`config.mk`:
```
export PLATFORM = sky130hd
export DESIGN_NAME = ocb_bank
export DESIGN_NICKNAME = d
export VERILOG_FILES = /design/src/ocb_pkg.sv /design/src/ocb_bank.sv
export SDC_FILE = /design/constraint.sdc
export NUM_CORES = 1
export LEC_CHECK = 0
export BUFFER_PORTS_ARGS = -buffer_cell sky130_fd_sc_hd__buf_2
export CAP_MARGIN = 40
export CORE_AREA = 3 3 86 88
export CTS_CLUSTER_DIAMETER = 40
export DETAILED_ROUTE_END_ITERATION = 7
export DIE_AREA = 0 0 89 91
export PLACE_DENSITY = 0.68
export SYNTH_ARGS = -nofsm -noshare
export SYNTH_HDL_FRONTEND = slang
export SYNTH_SLANG_ARGS = --single-unit
```
`constraint.sdc`:
```
create_clock -name ref_clk_i -period 1.25 [get_ports ref_clk_i]
set_clock_uncertainty 0.1 [all_clocks]
set_input_delay 0.125 -clock ref_clk_i [delete_from_list [all_inputs] [get_ports ref_clk_i]]
set_output_delay 0.125 -clock ref_clk_i [all_outputs]
set_load 0.005 [all_outputs]
```
`src/ocb_pkg.sv`:
```
// constants for the overcurrent status bank of half-bridges five to twelve
// Summary of operation
// - register code 011 10 in the command frame selects the bridges five to eight flags
// - register code 111 10 in the command frame selects the bridges nine to twelve flags
// - bridges five to eight: bridge pairs, high side above low, bridge eight at top
// - bridges nine to twelve: bridge pairs, high side above low, bridge twelve at top
// - a detected overcurrent sets that switch's flag, which stays until cleared
// - a set flag keeps only its own switch off
// - every flag is zero after reset until an overcurrent arrives
// - global load error is the OR of all overcurrent and open-load flags
package ocb_pkg;
   localparam int OCB_REG_W = 8;
   localparam int OCB_CODE_W = 5;
   localparam int OCB_SW_N = 2 * OCB_REG_W;
   localparam int OCB_OTHER_W = 32;
   localparam logic [OCB_CODE_W-1:0] OCB_CODE_B5_8 = 5'h0e;
   localparam logic [OCB_CODE_W-1:0] OCB_CODE_B9_12 = 5'h1e;
   localparam logic [OCB_REG_W-1:0] OCB_FLAGS_RST = 8'h00;
   localparam logic [OCB_REG_W-1:0] OCB_RD_UNMAPPED = 8'h00;
   // switch index inside one register: bridge slot times two, plus one for high side
   localparam int OCB_HIGH_OFS = 1;
   localparam int OCB_LOW_OFS = 0;
endpackage

```
`src/ocb_bank.sv`:
```
// overcurrent flag registers for bridges five to twelve with per-switch shutdown
`timescale 1ns/1ns
module ocb_bank (
   // clock and reset
   input wire logic ref_clk_i,
   input wire logic rst_n_i,
   // overcurrent comparator levels, asynchronous; [7:0] bridges 5-8, [15:8] bridges 9-12
   input wire logic [ocb_pkg::OCB_SW_N-1:0] oc_detect_i,
   // decoded command frame from the serial front end
   input wire logic cmd_valid_i,
   input wire logic [ocb_pkg::OCB_CODE_W-1:0] cmd_code_i,
   input wire logic cmd_clear_i,
   output logic rd_valid_o,
   output logic rd_hit_o,
   output logic [ocb_pkg::OCB_REG_W-1:0] rd_data_o,
   // switch gating
   input wire logic [ocb_pkg::OCB_SW_N-1:0] switch_cmd_i,
   output logic [ocb_pkg::OCB_SW_N-1:0] switch_en_o,
   // global load error
   input wire logic [ocb_pkg::OCB_OTHER_W-1:0] other_err_i,
   output logic global_load_error_o,
   // raw flag view
   output logic [ocb_pkg::OCB_REG_W-1:0] overcurrent_flags_bridges_5_to_8_o,
   output logic [ocb_pkg::OCB_REG_W-1:0] overcurrent_flags_bridges_9_to_12_o
);
   import ocb_pkg::*;

   // code match shared by both registers
   function automatic logic code_is(input logic [OCB_CODE_W-1:0] code, input logic [OCB_CODE_W-1:0] ref_code);
      code_is = (code == ref_code);
   endfunction

   logic [OCB_SW_N-1:0] det_meta_q;
   logic [OCB_SW_N-1:0] det_sync_q;
   logic [OCB_REG_W-1:0] overcurrent_flags_bridges_5_to_8_q;
   logic [OCB_REG_W-1:0] overcurrent_flags_bridges_9_to_12_q;
   logic [OCB_REG_W-1:0] flags_lo_d;
   logic [OCB_REG_W-1:0] flags_hi_d;
   logic [OCB_REG_W-1:0] rd_data_q;
   logic [OCB_REG_W-1:0] rd_data_d;
   logic rd_valid_q;
   logic rd_hit_q;
   logic [OCB_SW_N-1:0] switch_en_q;
   logic global_err_q;
   wire sel_lo;
   wire sel_hi;
   wire clr_lo;
   wire clr_hi;
   wire [OCB_REG_W-1:0] set_lo;
   wire [OCB_REG_W-1:0] set_hi;
   wire [OCB_SW_N-1:0] all_flags;

   // two-stage synchroniser for the comparator levels
   always_ff @(posedge ref_clk_i or negedge rst_n_i) begin
      if (!rst_n_i) begin
         det_meta_q <= '0;
         det_sync_q <= '0;
      end else begin
         det_meta_q <= oc_detect_i;
         det_sync_q <= det_meta_q;
      end
   end

   // register selection from the frame's code
   assign sel_lo = cmd_valid_i && code_is(cmd_code_i, OCB_CODE_B5_8);
   assign sel_hi = cmd_valid_i && code_is(cmd_code_i, OCB_CODE_B9_12);
   assign clr_lo = sel_lo && cmd_clear_i;
   assign clr_hi = sel_hi && cmd_clear_i;

   // bit k of each register is switch k: 2*(bridge-first)+1 high, +0 low
   assign set_lo = det_sync_q[OCB_REG_W-1:0];
   assign set_hi = det_sync_q[OCB_SW_N-1:OCB_REG_W];

   // sticky flags; a new event wins over a clear in the same cycle
   assign flags_lo_d = (clr_lo ? OCB_FLAGS_RST : overcurrent_flags_bridges_5_to_8_q) | set_lo;
   assign flags_hi_d = (clr_hi ? OCB_FLAGS_RST : overcurrent_flags_bridges_9_to_12_q) | set_hi;

   // read data: contents before the clear, zero for other codes
   assign rd_data_d = sel_lo ? overcurrent_flags_bridges_5_to_8_q :
                      sel_hi ? overcurrent_flags_bridges_9_to_12_q : OCB_RD_UNMAPPED;

   assign all_flags = {overcurrent_flags_bridges_9_to_12_q, overcurrent_flags_bridges_5_to_8_q};

   // flag storage
   always_ff @(posedge ref_clk_i or negedge rst_n_i) begin
      if (!rst_n_i) begin
         overcurrent_flags_bridges_5_to_8_q <= OCB_FLAGS_RST;
         overcurrent_flags_bridges_9_to_12_q <= OCB_FLAGS_RST;
      end else begin
         overcurrent_flags_bridges_5_to_8_q <= flags_lo_d;
         overcurrent_flags_bridges_9_to_12_q <= flags_hi_d;
      end
   end

   // read answer, one cycle after the command
   always_ff @(posedge ref_clk_i or negedge rst_n_i) begin
      if (!rst_n_i) begin
         rd_valid_q <= 1'b0;
         rd_hit_q <= 1'b0;
         rd_data_q <= OCB_RD_UNMAPPED;
      end else begin
         rd_valid_q <= cmd_valid_i;
         rd_hit_q <= sel_lo || sel_hi;
         if (cmd_valid_i) begin
            rd_data_q <= rd_data_d;
         end
      end
   end

   // switch gating and global error, registered from the stored flags
   always_ff @(posedge ref_clk_i or negedge rst_n_i) begin
      if (!rst_n_i) begin
         switch_en_q <= '0;
         global_err_q <= 1'b0;
      end else begin
         switch_en_q <= switch_cmd_i & ~all_flags;
         global_err_q <= (|all_flags) || (|other_err_i);
      end
   end

   assign rd_valid_o = rd_valid_q;
   assign rd_hit_o = rd_hit_q;
   assign rd_data_o = rd_data_q;
   assign switch_en_o = switch_en_q;
   assign global_load_error_o = global_err_q;
   assign overcurrent_flags_bridges_5_to_8_o = overcurrent_flags_bridges_5_to_8_q;
   assign overcurrent_flags_bridges_9_to_12_o = overcurrent_flags_bridges_9_to_12_q;
endmodule

```
==> metrics.md, run 1 <==
| Metric | Value |
|---|---|
| Max-slew headroom | `75.5%` |
| Post-synthesis xor/xnor area fraction | `0%` |
| Violated checks | `hold timing, setup timing` |
| Share of layout cells above drive strength 1 | `47.5%` |
| Seq pwr share | `55.4%` |
| Routed WL | `6.48 mm` |
| Slew @ Worst Pin | `0.368 ns` |
| Clock sink count | `75` |
| FILL cells | `527` |
| Antenna fix cells | `0` |
| Gr usage total | `16.7%` |
| Layout area overhead | `62.2%` |
| Synthesized instance count | `155` |
| Area leader, netlist | `dfrtp_1` |
| Ports | `116` |
| Clock-pin slew on the worst setup and hold paths | `0.08 ns` |
| Vias in the first global route | `2079` |
| Final-stage net count | `409` |
| Hold WS | `-0.00655 ns` |
| Fmax | `0.722 GHz` |
| Clock share of power | `36.7%` |
| Lkg Pwr | `2.01 nW` |
| CP Launch Type | `flop` |
| Synth warn | `0` |
| Worst endpoint required time | `1.37 ns` |
| Fin crit share | `111%` |
| Worst reg-to-reg setup slack | `-0.14 ns` |
| Clock buffer depth | `2` |
| Seq cells post-synth | `75` |
| DP Cell Count | `367` |
| Root Driver | `clkbuf_8` |
| Detailed placement HPWL | `4.54 mm` |
| Crit path kind | `flop to flop` |
| Wire length per cell | `15.4 um` |
| CTS Buf Count | `9` |
| Crit path time final | `1.39 ns` |
| Mapped Area | `0.00248 mm2` |
| Logic pwr share | `7.9%` |
| Global route total overflow | `0` |
| Setup TNS Final | `-0.144 ns` |
| Compound-Gate Fraction of Synth Area | `7.28%` |
| H-tree Lvls | `3` |
| GP Congestion | `0.758` |
| Crit end category | `flop` |
| Die area | `0.00810 mm2` |
| Drt pass-1 iters | `3` |
| Synth Area in Adders | `0%` |
| Initial antenna violation count | `0` |
| Switching Share | `22.1%` |
| Mapped Avg Cell Area | `16.0 um2` |
| DR DRC count | `0` |
| Max Cap Viol | `0` |
| Min-delay worst type | `primary input to flop` |
| Sequential fraction of the synthesis area | `75.8%` |
| Max-slew violation count | `0` |
| Fin cells | `421` |
| Number of buffers added on ports | `115` |
| Post-synthesis simple-gate area fraction | `12.9%` |
| Largest cells by area after synthesis | `dfrtp_1 76%, a21o_1 7.3%, nor2b_1 3.3%` |
| Pint | `0.00354 W` |
| RSZ-0062 raised after global routing | `true` |
| Starting Density | `36.9%` |
| Sw power | `0.00100 W` |
| First-pass GRT wire length | `10.0 mm` |
| Syn Nets | `228` |
| Core area | `0.00672 mm2` |
| Largest family of logic cells by synthesized area | `simple AND/OR/NAND/NOR gates` |
| # setup viols final | `3` |
| Post-DRT Antenna Nets | `0` |
| Pwr dens | `1130 mW/mm2` |
| Clk_lat worst skew | `0.34 ns` |
| Largest net degree at the start of global routing | `29` |
| Die height | `91 um` |
| DR vias | `1912` |
| VDD IR max | `791 uV` |
| Mux share of post-synthesis cell area | `3.23%` |
| TritonCTS clock tree | `yes` |
| Crit Path Max Fanout | `2` |
| Vias per inst | `4.54` |
| First DRT Iteration DRCs | `95` |
| Count of final hold-check violations | `1` |
| Final worst slack | `-0.136 ns` |
| Top cell type's share of synthesized area | `75.8%` |
| Num rows | `30` |
| Outcome | `finished, violations left` |
| Die width | `89 um` |
| Worst endpoint data arrival time | `1.51 ns` |
| Unique masters post-synth | `19` |
==> cell usage after synthesis <==
cell type / instances
dfrtp_1: 75
a21o_1: 24
nor2b_1: 13
nor4_1: 11
mux2i_1: 8
nor3_1: 8
nand4_1: 3
and2b_1: 2
and2b_2: 1
and4b_1: 1
buf_2: 1
buf_6: 1
inv_2: 1
nand4_4: 1
nand4b_1: 1
nand4b_4: 1
nor2_1: 1
nor4_2: 1
or3_1: 1
==> cell usage in the layout (no fill, tap or decap), types with 2 or more instances in the layout <==
cell / instances
and2b_1: 2
nor4_2: 4
buf_12: 2
buf_4: 8
dfrtp_1: 75
mux2i_1: 7
clkbuf_1: 2
buf_6: 25
nor3_1: 8
buf_2: 103
nor4_1: 7
a21o_1: 24
clkbuf_8: 11
nor2b_1: 13
nand4_1: 3
dlygate4sd3_1: 34
==> logic make-up after synthesis <==
group	count (synthesis)
AOI/OAI and AO/OA	24
DFF	75
muxes	8
and+or+nand+nor	45
buffers and inverters	3
==> path summary, 6_finish.rpt <==
check,startpoint,endpoint,cells past startpoint
min in group asynchronous,rst_n_i,overcurrent_flags_bridges_9_to_12_o[3]$_DFF_PN0_,2
max in group asynchronous,rst_n_i,det_sync_q[2]$_DFF_PN0_,3
min reg2reg,det_meta_q[10]$_DFF_PN0_,det_sync_q[10]$_DFF_PN0_,0
max,overcurrent_flags_bridges_9_to_12_o[7]$_DFF_PN0_,global_load_error_o$_DFF_PN0_,3
min,other_err_i[27],global_load_error_o$_DFF_PN0_,4
max reg2reg,overcurrent_flags_bridges_9_to_12_o[7]$_DFF_PN0_,global_load_error_o$_DFF_PN0_,3
==> through the flow <==
stage                     power [W]  util [%]  setup slack (ns)  area (um2)  hold slack, ns
final                       0.00454      59.8            -0.136        4020        -0.00655
after global routing        0.00476      59.8            -0.212        4020          0.0351
after CTS                   0.00459      57.6            -0.113        3870         -0.0103
after detailed placement    0.00283      49.2            -0.220        3310         -0.0345
after global placement      0.00282      49.2            -0.195        3310         -0.0322
after floorplan             0.00262         -           -0.0676        2480          -0.271
==> power by group through the flow <==
stage	Clock [W]	Combinational (W)	Sequential, W
2_1_floorplan	0	0.0000546	0.00256
3_3_place_gp	0	0.000262	0.00256
3_5_place_dp	0	0.000270	0.00256
4_1_cts	0.00172	0.000356	0.00252
5_1_grt	0.00184	0.000398	0.00252
6_report	0.00167	0.000359	0.00252
==> final cells by class <==
class	instances	area (um2)	share of cell area (%)
Tap cell	80	100	2.49
Timing Repair Buffer	172	1240	30.8
Multi-Input combinational cell	77	617	15.4
Inverter	1	3.75	0.0935
Sequential cell	75	1880	46.7
Clock buffer	13	159	3.96
Clock inverter	3	21.3	0.530
==> flip-flops by register name, summed over array words and instances, names as in the netlist <==
register / flops
det_meta_q: 16
global_load_error_o: 1
overcurrent_flags_bridges_5_to_8_o: 8
det_sync_q: 16
overcurrent_flags_bridges_9_to_12_o: 8
rd_valid_o: 1
rd_hit_o: 1
rd_data_o: 8
switch_en_o: 16
==> layer usage <==
layer  wire, um  GRT usage [%]  part of all wire, %
met1       2460           19.1                   38
met2       3490           28.6                   54
met3        394           3.90                  6.1
met4        130           8.06                  2.0
met5          0              0                    0
==> repair_timing <==
action / 4_1_cts / 5_1_grt
buffers inserted: 0 / 4
hold buffers: 34 / 0
endpoints found under the setup margin: 1 / 18
hold endpoints to repair: 109 / 0
pin swaps: 4 / 3
gates resized for setup: 8 / 23
==> critical path: stages (launching register included) <==
cell	delay, ns
dfrtp_1	0.41
nor4_4	0.29
nand4_1	0.12
or3_1	0.35
Note: power is estimated with default switching activity, not from simulation.
==> inputs of run 2 (changes only) <==
--- a/config.mk
+++ b/config.mk
@@ -11,6 +11,7 @@
 export CTS_CLUSTER_DIAMETER = 40
 export DETAILED_ROUTE_END_ITERATION = 7
 export DIE_AREA = 0 0 89 91
+export GPL_TIMING_DRIVEN = 0
 export PLACE_DENSITY = 0.68
 export SYNTH_ARGS = -nofsm -noshare
 export SYNTH_HDL_FRONTEND = slang
==> run 2 against run 1 <==
Compared with the run above: the flow still finishes with violations (hold timing, setup timing); via count is 1.2% lower; die area did not move; register-to-register slack worse by 0.05 ns; cell count fell by 3.6%; sequential share of layout area grew 2.3 points; critical path depth unchanged; first-iteration DRC count shrank 26%; routed wire length down 2.5%; clock power is 8% higher; critical path type unchanged; highest routed layer unchanged.
==> metrics.md, run 2 (same netlist as run 1, synthesis figures left out) <==
| Metric | Value |
|---|---|
| Clock buffer depth | `2 (unchanged)` |
| Final instance area | `0.00385 mm2 (-4.2%)` |
| Hold WS | `-0.00236 ns (+0.00419 ns)` |
| Routed WL | `6.32 mm (-2.5%)` |
| Max Cap Viol | `0 (unchanged)` |
| Die height | `91 um (unchanged)` |
| GP Congestion | `0.733 (-3.3%)` |
| Fin crit share | `115% (+3.9 points)` |
| Gr usage total | `16.7% (+0.025 points)` |
| Largest net degree at the start of global routing | `55 (+90%)` |
| Min-delay worst type | `primary input to flop` |
| Clock sink count | `75 (unchanged)` |
| DR DRC count | `0 (unchanged)` |
| Worst endpoint data arrival time | `1.55 ns (+0.04 ns)` |
| TritonCTS clock tree | `yes` |
| Die area | `0.00810 mm2 (unchanged)` |
| Fin cells | `406 (-3.6%)` |
| Pwr dens | `1220 mW/mm2 (+7.4%)` |
| Crit end category | `flop` |
| Worst endpoint required time | `1.37 ns (about the same)` |
| # setup viols final | `2 (-1)` |
| Placed cell area | `0.00318 mm2 (-3.9%)` |
| Clock-pin slew on the worst setup and hold paths | `0.07 ns (about the same)` |
| Fmax | `0.697 GHz (-3.4%)` |
| Clk_lat worst skew | `0.34 ns (about the same)` |
| Vias per inst | `4.65 (+2.4%)` |
| Lkg Pwr | `1.92 nW (-4.4%)` |
| CTS Buf Count | `9 (unchanged)` |
| Starting Density | `36.9% (unchanged)` |
| Num rows | `30 (unchanged)` |
| Setup TNS Final | `-0.211 ns (-0.0675 ns)` |
| Commonest non-fill, non-tap cell in the layout | `buf_2` |
| Max-slew headroom | `75.2% (-0.28 points)` |
| Vias in the first global route | `2007 (-3.5%)` |
| Layout area overhead | `55.4%` |
| Die width | `89 um (unchanged)` |
| DR vias | `1889 (-1.2%)` |
| Outcome | `finished, violations left` |
| First-pass GRT wire length | `9.89 mm (-1.5%)` |
| Global route total overflow | `0 (unchanged)` |
| Core area | `0.00672 mm2 (unchanged)` |
| First DRT Iteration DRCs | `70 (-26%)` |
| Crit path kind | `flop to flop` |
| Crit path time final | `1.43 ns (+0.0483 ns)` |
| Total power | `0.00468 W (+2.9%)` |
| Drt pass-1 iters | `4 (+1)` |
| VDD IR max | `733 uV (-7.3%)` |
| Count of final hold-check violations | `1 (unchanged)` |
| DP Cell Count | `350 (-4.6%)` |
| Slew @ Worst Pin | `0.370 ns (+0.00222 ns)` |
| Final worst slack | `-0.184 ns (-0.0483 ns)` |
| Root Driver | `clkbuf_8` |
| Antenna fix cells | `0 (unchanged)` |
| RSZ-0062 raised after global routing | `true` |
| Post-DRT Antenna Nets | `0 (unchanged)` |
| Initial antenna violation count | `0 (unchanged)` |
| CP Launch Type | `flop` |
| Crit Path Max Fanout | `2 (unchanged)` |
| H-tree Lvls | `3 (unchanged)` |
| Share of layout cells above drive strength 1 | `47.2% (-0.27 points)` |
| Number of buffers added on ports | `114 (-0.87%)` |
| Max-slew violation count | `0 (unchanged)` |
| Violated checks | `hold timing, setup timing` |
| Wire length per cell | `15.6 um (+1.1%)` |
| Ports | `116 (unchanged)` |
| Final-stage net count | `394 (-3.7%)` |
| Most frequent cells in the layout | `109 x buf_2, 66 x dfrtp_1, 34 x dlygate4sd3_1, 24 x a21o_1, 13 x nor2b_1` |
==> run 2: changes by cell type in the layout (fill, tap and decap cells not counted), sizes merged <==
cell / before / now
inv: 2 / 1
buf: 138 / 122
bufinv: 0 / 1
clkinvlp: 1 / 2
==> run 2: cell type report <==
| class | instances | area [um2] |
|---|---|---|
| buffer | 2 | 16.3 |
| clock buffer | 12 | 145 |
| clock inverter | 4 | 50.0 |
| fill | 555 | 2870 |
| inverter | 1 | 3.75 |
| multi-input combinational | 77 | 616 |
| sequential | 75 | 1890 |
| tap | 80 | 100 |
| timing repair buffer | 155 | 1030 |
==> run 2: worst max-delay path, cell delays in order, from the launching register on <==
cell,delay [ns]
dfrtp_2,0.44
nor4_4,0.31
nand4_1,0.13
or3_1,0.32
==> run 2: repair_timing <==
action                                 in CTS  in global routing
pin swaps                                   4                  3
gates resized for setup                     9                 14
endpoints found under the hold margin     109                  0
hold buffers                               34                  0
setup endpoints to repair                   1                  5
setup buffers                               2                  5
==> run 2: metrics by stage <==
stage               hold slack, ns  worst slack [ns]  utilization [%]
CTS                        -0.0212            -0.208             56.1
floorplan                   -0.271           -0.0676                -
detailed placement         -0.0549            -0.470             47.3
global route               0.00579            -0.249             57.3
global placement             0.133            -0.480             46.8
finish                    -0.00236            -0.184             57.3
==> run 2: where the power goes <==
group	internal, W	switching [W]
combinational	0.000204	0.000138
clock	0.000974	0.000840
sequential	0.00249	0.0000267
total	0.00367	0.00100
==> run 2: worst paths after layout <==
check                      cells after the start                                         endpoint  slack, ns                                        startpoint
setup / recovery                               3                    global_load_error_o$_DFF_PN0_      -0.18  overcurrent_flags_bridges_9_to_12_o[7]$_DFF_PN0_
hold / removal                                 4                    global_load_error_o$_DFF_PN0_     -0.002                                    other_err_i[7]
setup reg to reg                               3                    global_load_error_o$_DFF_PN0_      -0.18  overcurrent_flags_bridges_9_to_12_o[7]$_DFF_PN0_
hold reg to reg                                0                         det_sync_q[10]$_DFF_PN0_       0.24                          det_meta_q[10]$_DFF_PN0_
max in group asynchronous                      3  overcurrent_flags_bridges_5_to_8_o[5]$_DFF_PN0_       0.37                                           rst_n_i
min in group asynchronous                      2                         rd_data_o[4]$_DFFE_PN0P_       0.12                                           rst_n_i
==> run 2: layer usage <==
| layer | share of wire (%) | up-vias | track usage [%] |
|---|---|---|---|
| met5 | 0 | - | 0 |
| met4 | 2.6 | 0 | 8.93 |
| met3 | 6.5 | 13 | 4.72 |
| met2 | 54 | 73 | 28.0 |
| met1 | 37 | 922 | 18.8 |
| li1 | - | 881 | - |
==> inputs of run 3 (changes only) <==
--- a/config.mk
+++ b/config.mk
@@ -8,6 +8,7 @@
 export BUFFER_PORTS_ARGS = -buffer_cell sky130_fd_sc_hd__buf_2
 export CAP_MARGIN = 40
 export CORE_AREA = 3 3 86 88
+export CTS_BUF_LIST = sky130_fd_sc_hd__clkbuf_8 sky130_fd_sc_hd__clkbuf_16
 export CTS_CLUSTER_DIAMETER = 40
 export DETAILED_ROUTE_END_ITERATION = 7
 export DIE_AREA = 0 0 89 91
==> run 3 against run 2 <==
Compared with the run above: clock power hardly changed; the run still ends with hold timing, setup timing left; largest power group unchanged; sequential share of layout area is the same; count of clock-buffer cells in the layout decreased by 2; die area is the same; combinational power about the same; critical path depth stayed put; hold slack hardly changed.
==> metrics.md, run 3 (same netlist as run 1, synthesis figures left out) <==
| Metric | Value |
|---|---|
| Fin cells | `406 (unchanged)` |
| Crit path kind | `flop to flop` |
| Grt peak-use layer | `met2` |
| DR vias | `1887 (-0.11%)` |
| Clock buffer depth | `2 (unchanged)` |
| Vias per inst | `4.65 (-0.11%)` |
| H-tree Lvls | `3 (unchanged)` |
| Reg2reg path depth | `3 (unchanged)` |
| Routed WL | `6.32 mm (unchanged)` |
| RR Endpoint | `global_load_error_o$_DFF_PN0_` |
| Worst endpoint required time | `1.37 ns (about the same)` |
| Pint | `0.00366 W (-0.45%)` |
| Vias in the first global route | `2008 (+0.050%)` |
| Root Driver | `clkbuf_8` |
| Violated checks | `hold timing, setup timing` |
| Largest net degree at the start of global routing | `55 (unchanged)` |
| FILL cells | `555 (unchanged)` |
| Number of buffers added on ports | `114 (unchanged)` |
| Clock-pin slew on the worst setup and hold paths | `0.07 ns (about the same)` |
| Starting Density | `36.9% (unchanged)` |
| Gr usage total | `16.7% (unchanged)` |
| Crit Path Max Fanout | `2 (unchanged)` |
| GRT met1 Usage | `18.8% (unchanged)` |
| Met3 usage | `4.72% (unchanged)` |
| Seq pwr share | `54.1% (+0.2 points)` |
| Die height | `91 um (unchanged)` |
| CTS Buf Count | `9 (unchanged)` |
| Num rows | `30 (unchanged)` |
| Register area | `0.00189 mm2 (unchanged)` |
| Post-DRT Antenna Nets | `0 (unchanged)` |
| Final-stage net count | `394 (unchanged)` |
| TritonCTS clock tree | `yes` |
| Max Cap Viol | `0 (unchanged)` |
| R2r startpoint | `overcurrent_flags_bridges_9_to_12_o[7]$_DFF_PN0_` |
| Commonest non-fill, non-tap cell in the layout | `buf_2` |
| Min-delay worst type | `primary input to flop` |
| Max-slew violation count | `0 (unchanged)` |
| Switching Share | `21.6% (+0.091 points)` |
| Clock share of power | `38.6% (-0.2 points)` |
| Wire length per cell | `15.6 um (unchanged)` |
| Crit path time final | `1.43 ns (+0.0000580 ns)` |
| DP Cell Count | `350 (unchanged)` |
| Crit path launch | `overcurrent_flags_bridges_9_to_12_o[7]$_DFF_PN0_` |
| Layout area overhead | `55.4% (unchanged)` |
| First DRT Iteration DRCs | `72 (+2.9%)` |
| Lkg Pwr | `1.93 nW (+0.43%)` |
| VDD IR max | `733 uV (about the same)` |
| # setup viols final | `2 (unchanged)` |
| Pwr dens | `1210 mW/mm2 (-0.33%)` |
| Worst endpoint data arrival time | `1.55 ns (about the same)` |
| Share of layout cells above drive strength 1 | `47.2% (unchanged)` |
| CP Launch Type | `flop` |
| Max-slew headroom | `75.0% (-0.16 points)` |
| Clock sink count | `75 (unchanged)` |
| Die area | `0.00810 mm2 (unchanged)` |
| GP Congestion | `0.733 (unchanged)` |
| Most frequent cells in the layout | `109 x buf_2, 66 x dfrtp_1, 34 x dlygate4sd3_1, 24 x a21o_1, 13 x nor2b_1` |
| Antenna fix cells | `0 (unchanged)` |
| RSZ-0062 raised after global routing | `true` |
| Hold Path End | `global_load_error_o$_DFF_PN0_` |
| Worst reg-to-reg setup slack | `-0.18 ns (about the same)` |
| M2 GR Usage | `28.0% (unchanged)` |
| Final core utilization | `57.3% (unchanged)` |
| Fmax | `0.697 GHz (about the same)` |
| Die width | `89 um (unchanged)` |
| Initial antenna violation count | `0 (unchanged)` |
| First-pass GRT wire length | `9.89 mm (unchanged)` |
| Fin crit share | `115% (about the same)` |
| Drt pass-1 iters | `4 (unchanged)` |
| Sw power | `0.00101 W (about the same)` |
| Logic pwr share | `7.3% (about the same)` |
| Ports | `116 (unchanged)` |
| Multi-input gate area | `616 um2 (unchanged)` |
| Outcome | `finished, violations left` |
| Depth of the worst hold-timing path | `4 (unchanged)` |
| Global route total overflow | `0 (unchanged)` |
| Slew @ Worst Pin | `0.373 ns (+0.00245 ns)` |
| Final worst slack | `-0.184 ns (-0.0000580 ns)` |
| Hold WS | `-0.00237 ns (-0.0000143 ns)` |
| Hold_sp | `other_err_i[7]` |
| Clk_lat worst skew | `0.34 ns (about the same)` |
| Count of final hold-check violations | `1 (unchanged)` |
| Crit end category | `flop` |
| Core area | `0.00672 mm2 (unchanged)` |
| DR DRC count | `0 (unchanged)` |
run 3: cell count changes in the layout (fill, tap and decap cells not counted):
cell | previous run | this run
clkbuf_1 | 2 | 0
inv_1 | 0 | 2
run 3: area by class of cell:
cell class / count / share of cell area, %
Buffer: 2 / 0.423
Clock buffer: 10 / 3.58
Clock inverter: 6 / 1.50
Inverter: 1 / 0.0976
Multi-Input combinational cell: 77 / 16.0
Sequential cell: 75 / 49.1
Tap cell: 80 / 2.60
Timing Repair Buffer: 155 / 26.7
run 3: what timing repair did:
action                                  CTS  global route
hold buffers                             34             0
pin swaps                                 4             3
buffers inserted                          2             5
resized for setup                         9            14
cloned                                    0             0
hold endpoints to repair                109             0
endpoints found under the setup margin    1             5
run 3: power groups by stage:
stage	Clock [W]	Sequential, W	Combinational (W)
final	0.00180	0.00252	0.000342
after global placement	0	0.00257	0.000238
after floorplan	0	0.00256	0.0000546
after global routing	0.00198	0.00253	0.000380
after CTS	0.00185	0.00252	0.000342
after detailed placement	0	0.00257	0.000257
run 3: worst max-delay path by stage:
stage	to	slack [ns]	depth (start not counted)
floorplan	global_load_error_o$_DFF_PN0_	-0.07	3
global placement	global_load_error_o$_DFF_PN0_	-0.48	3
detailed placement	global_load_error_o$_DFF_PN0_	-0.47	3
CTS	global_load_error_o$_DFF_PN0_	-0.21	3
global route	global_load_error_o$_DFF_PN0_	-0.25	3
finish	global_load_error_o$_DFF_PN0_	-0.18	3
run 3: critical path, stage by stage (launching register included):
cell and delay (ns):
dfrtp_2 0.44, nor4_4 0.31, nand4_1 0.13, or3_1 0.32
run 3: stage by stage:
| step | total power, W | TNS [ns] | worst slack [ns] | area (um2) | hold WS (ns) |
|---|---|---|---|---|---|
| 2_1_floorplan | 0.00262 | -0.0676 | -0.0676 | 2480 | -0.271 |
| 4_1_cts | 0.00472 | -0.261 | -0.208 | 3770 | -0.0212 |
| 3_3_place_gp | 0.00280 | -34.03 | -0.480 | 3150 | 0.133 |
| 6_report | 0.00466 | -0.212 | -0.184 | 3850 | -0.00237 |
| 3_5_place_dp | 0.00283 | -0.470 | -0.470 | 3180 | -0.0549 |
| 5_1_grt | 0.00488 | -0.447 | -0.249 | 3850 | 0.00579 |
run 3: layer usage:
layer,share of wire [%],vias to the layer above
met5,0,-
met4,2.6,0
met3,6.5,13
met2,53,73
met1,38,919
li1,-,882
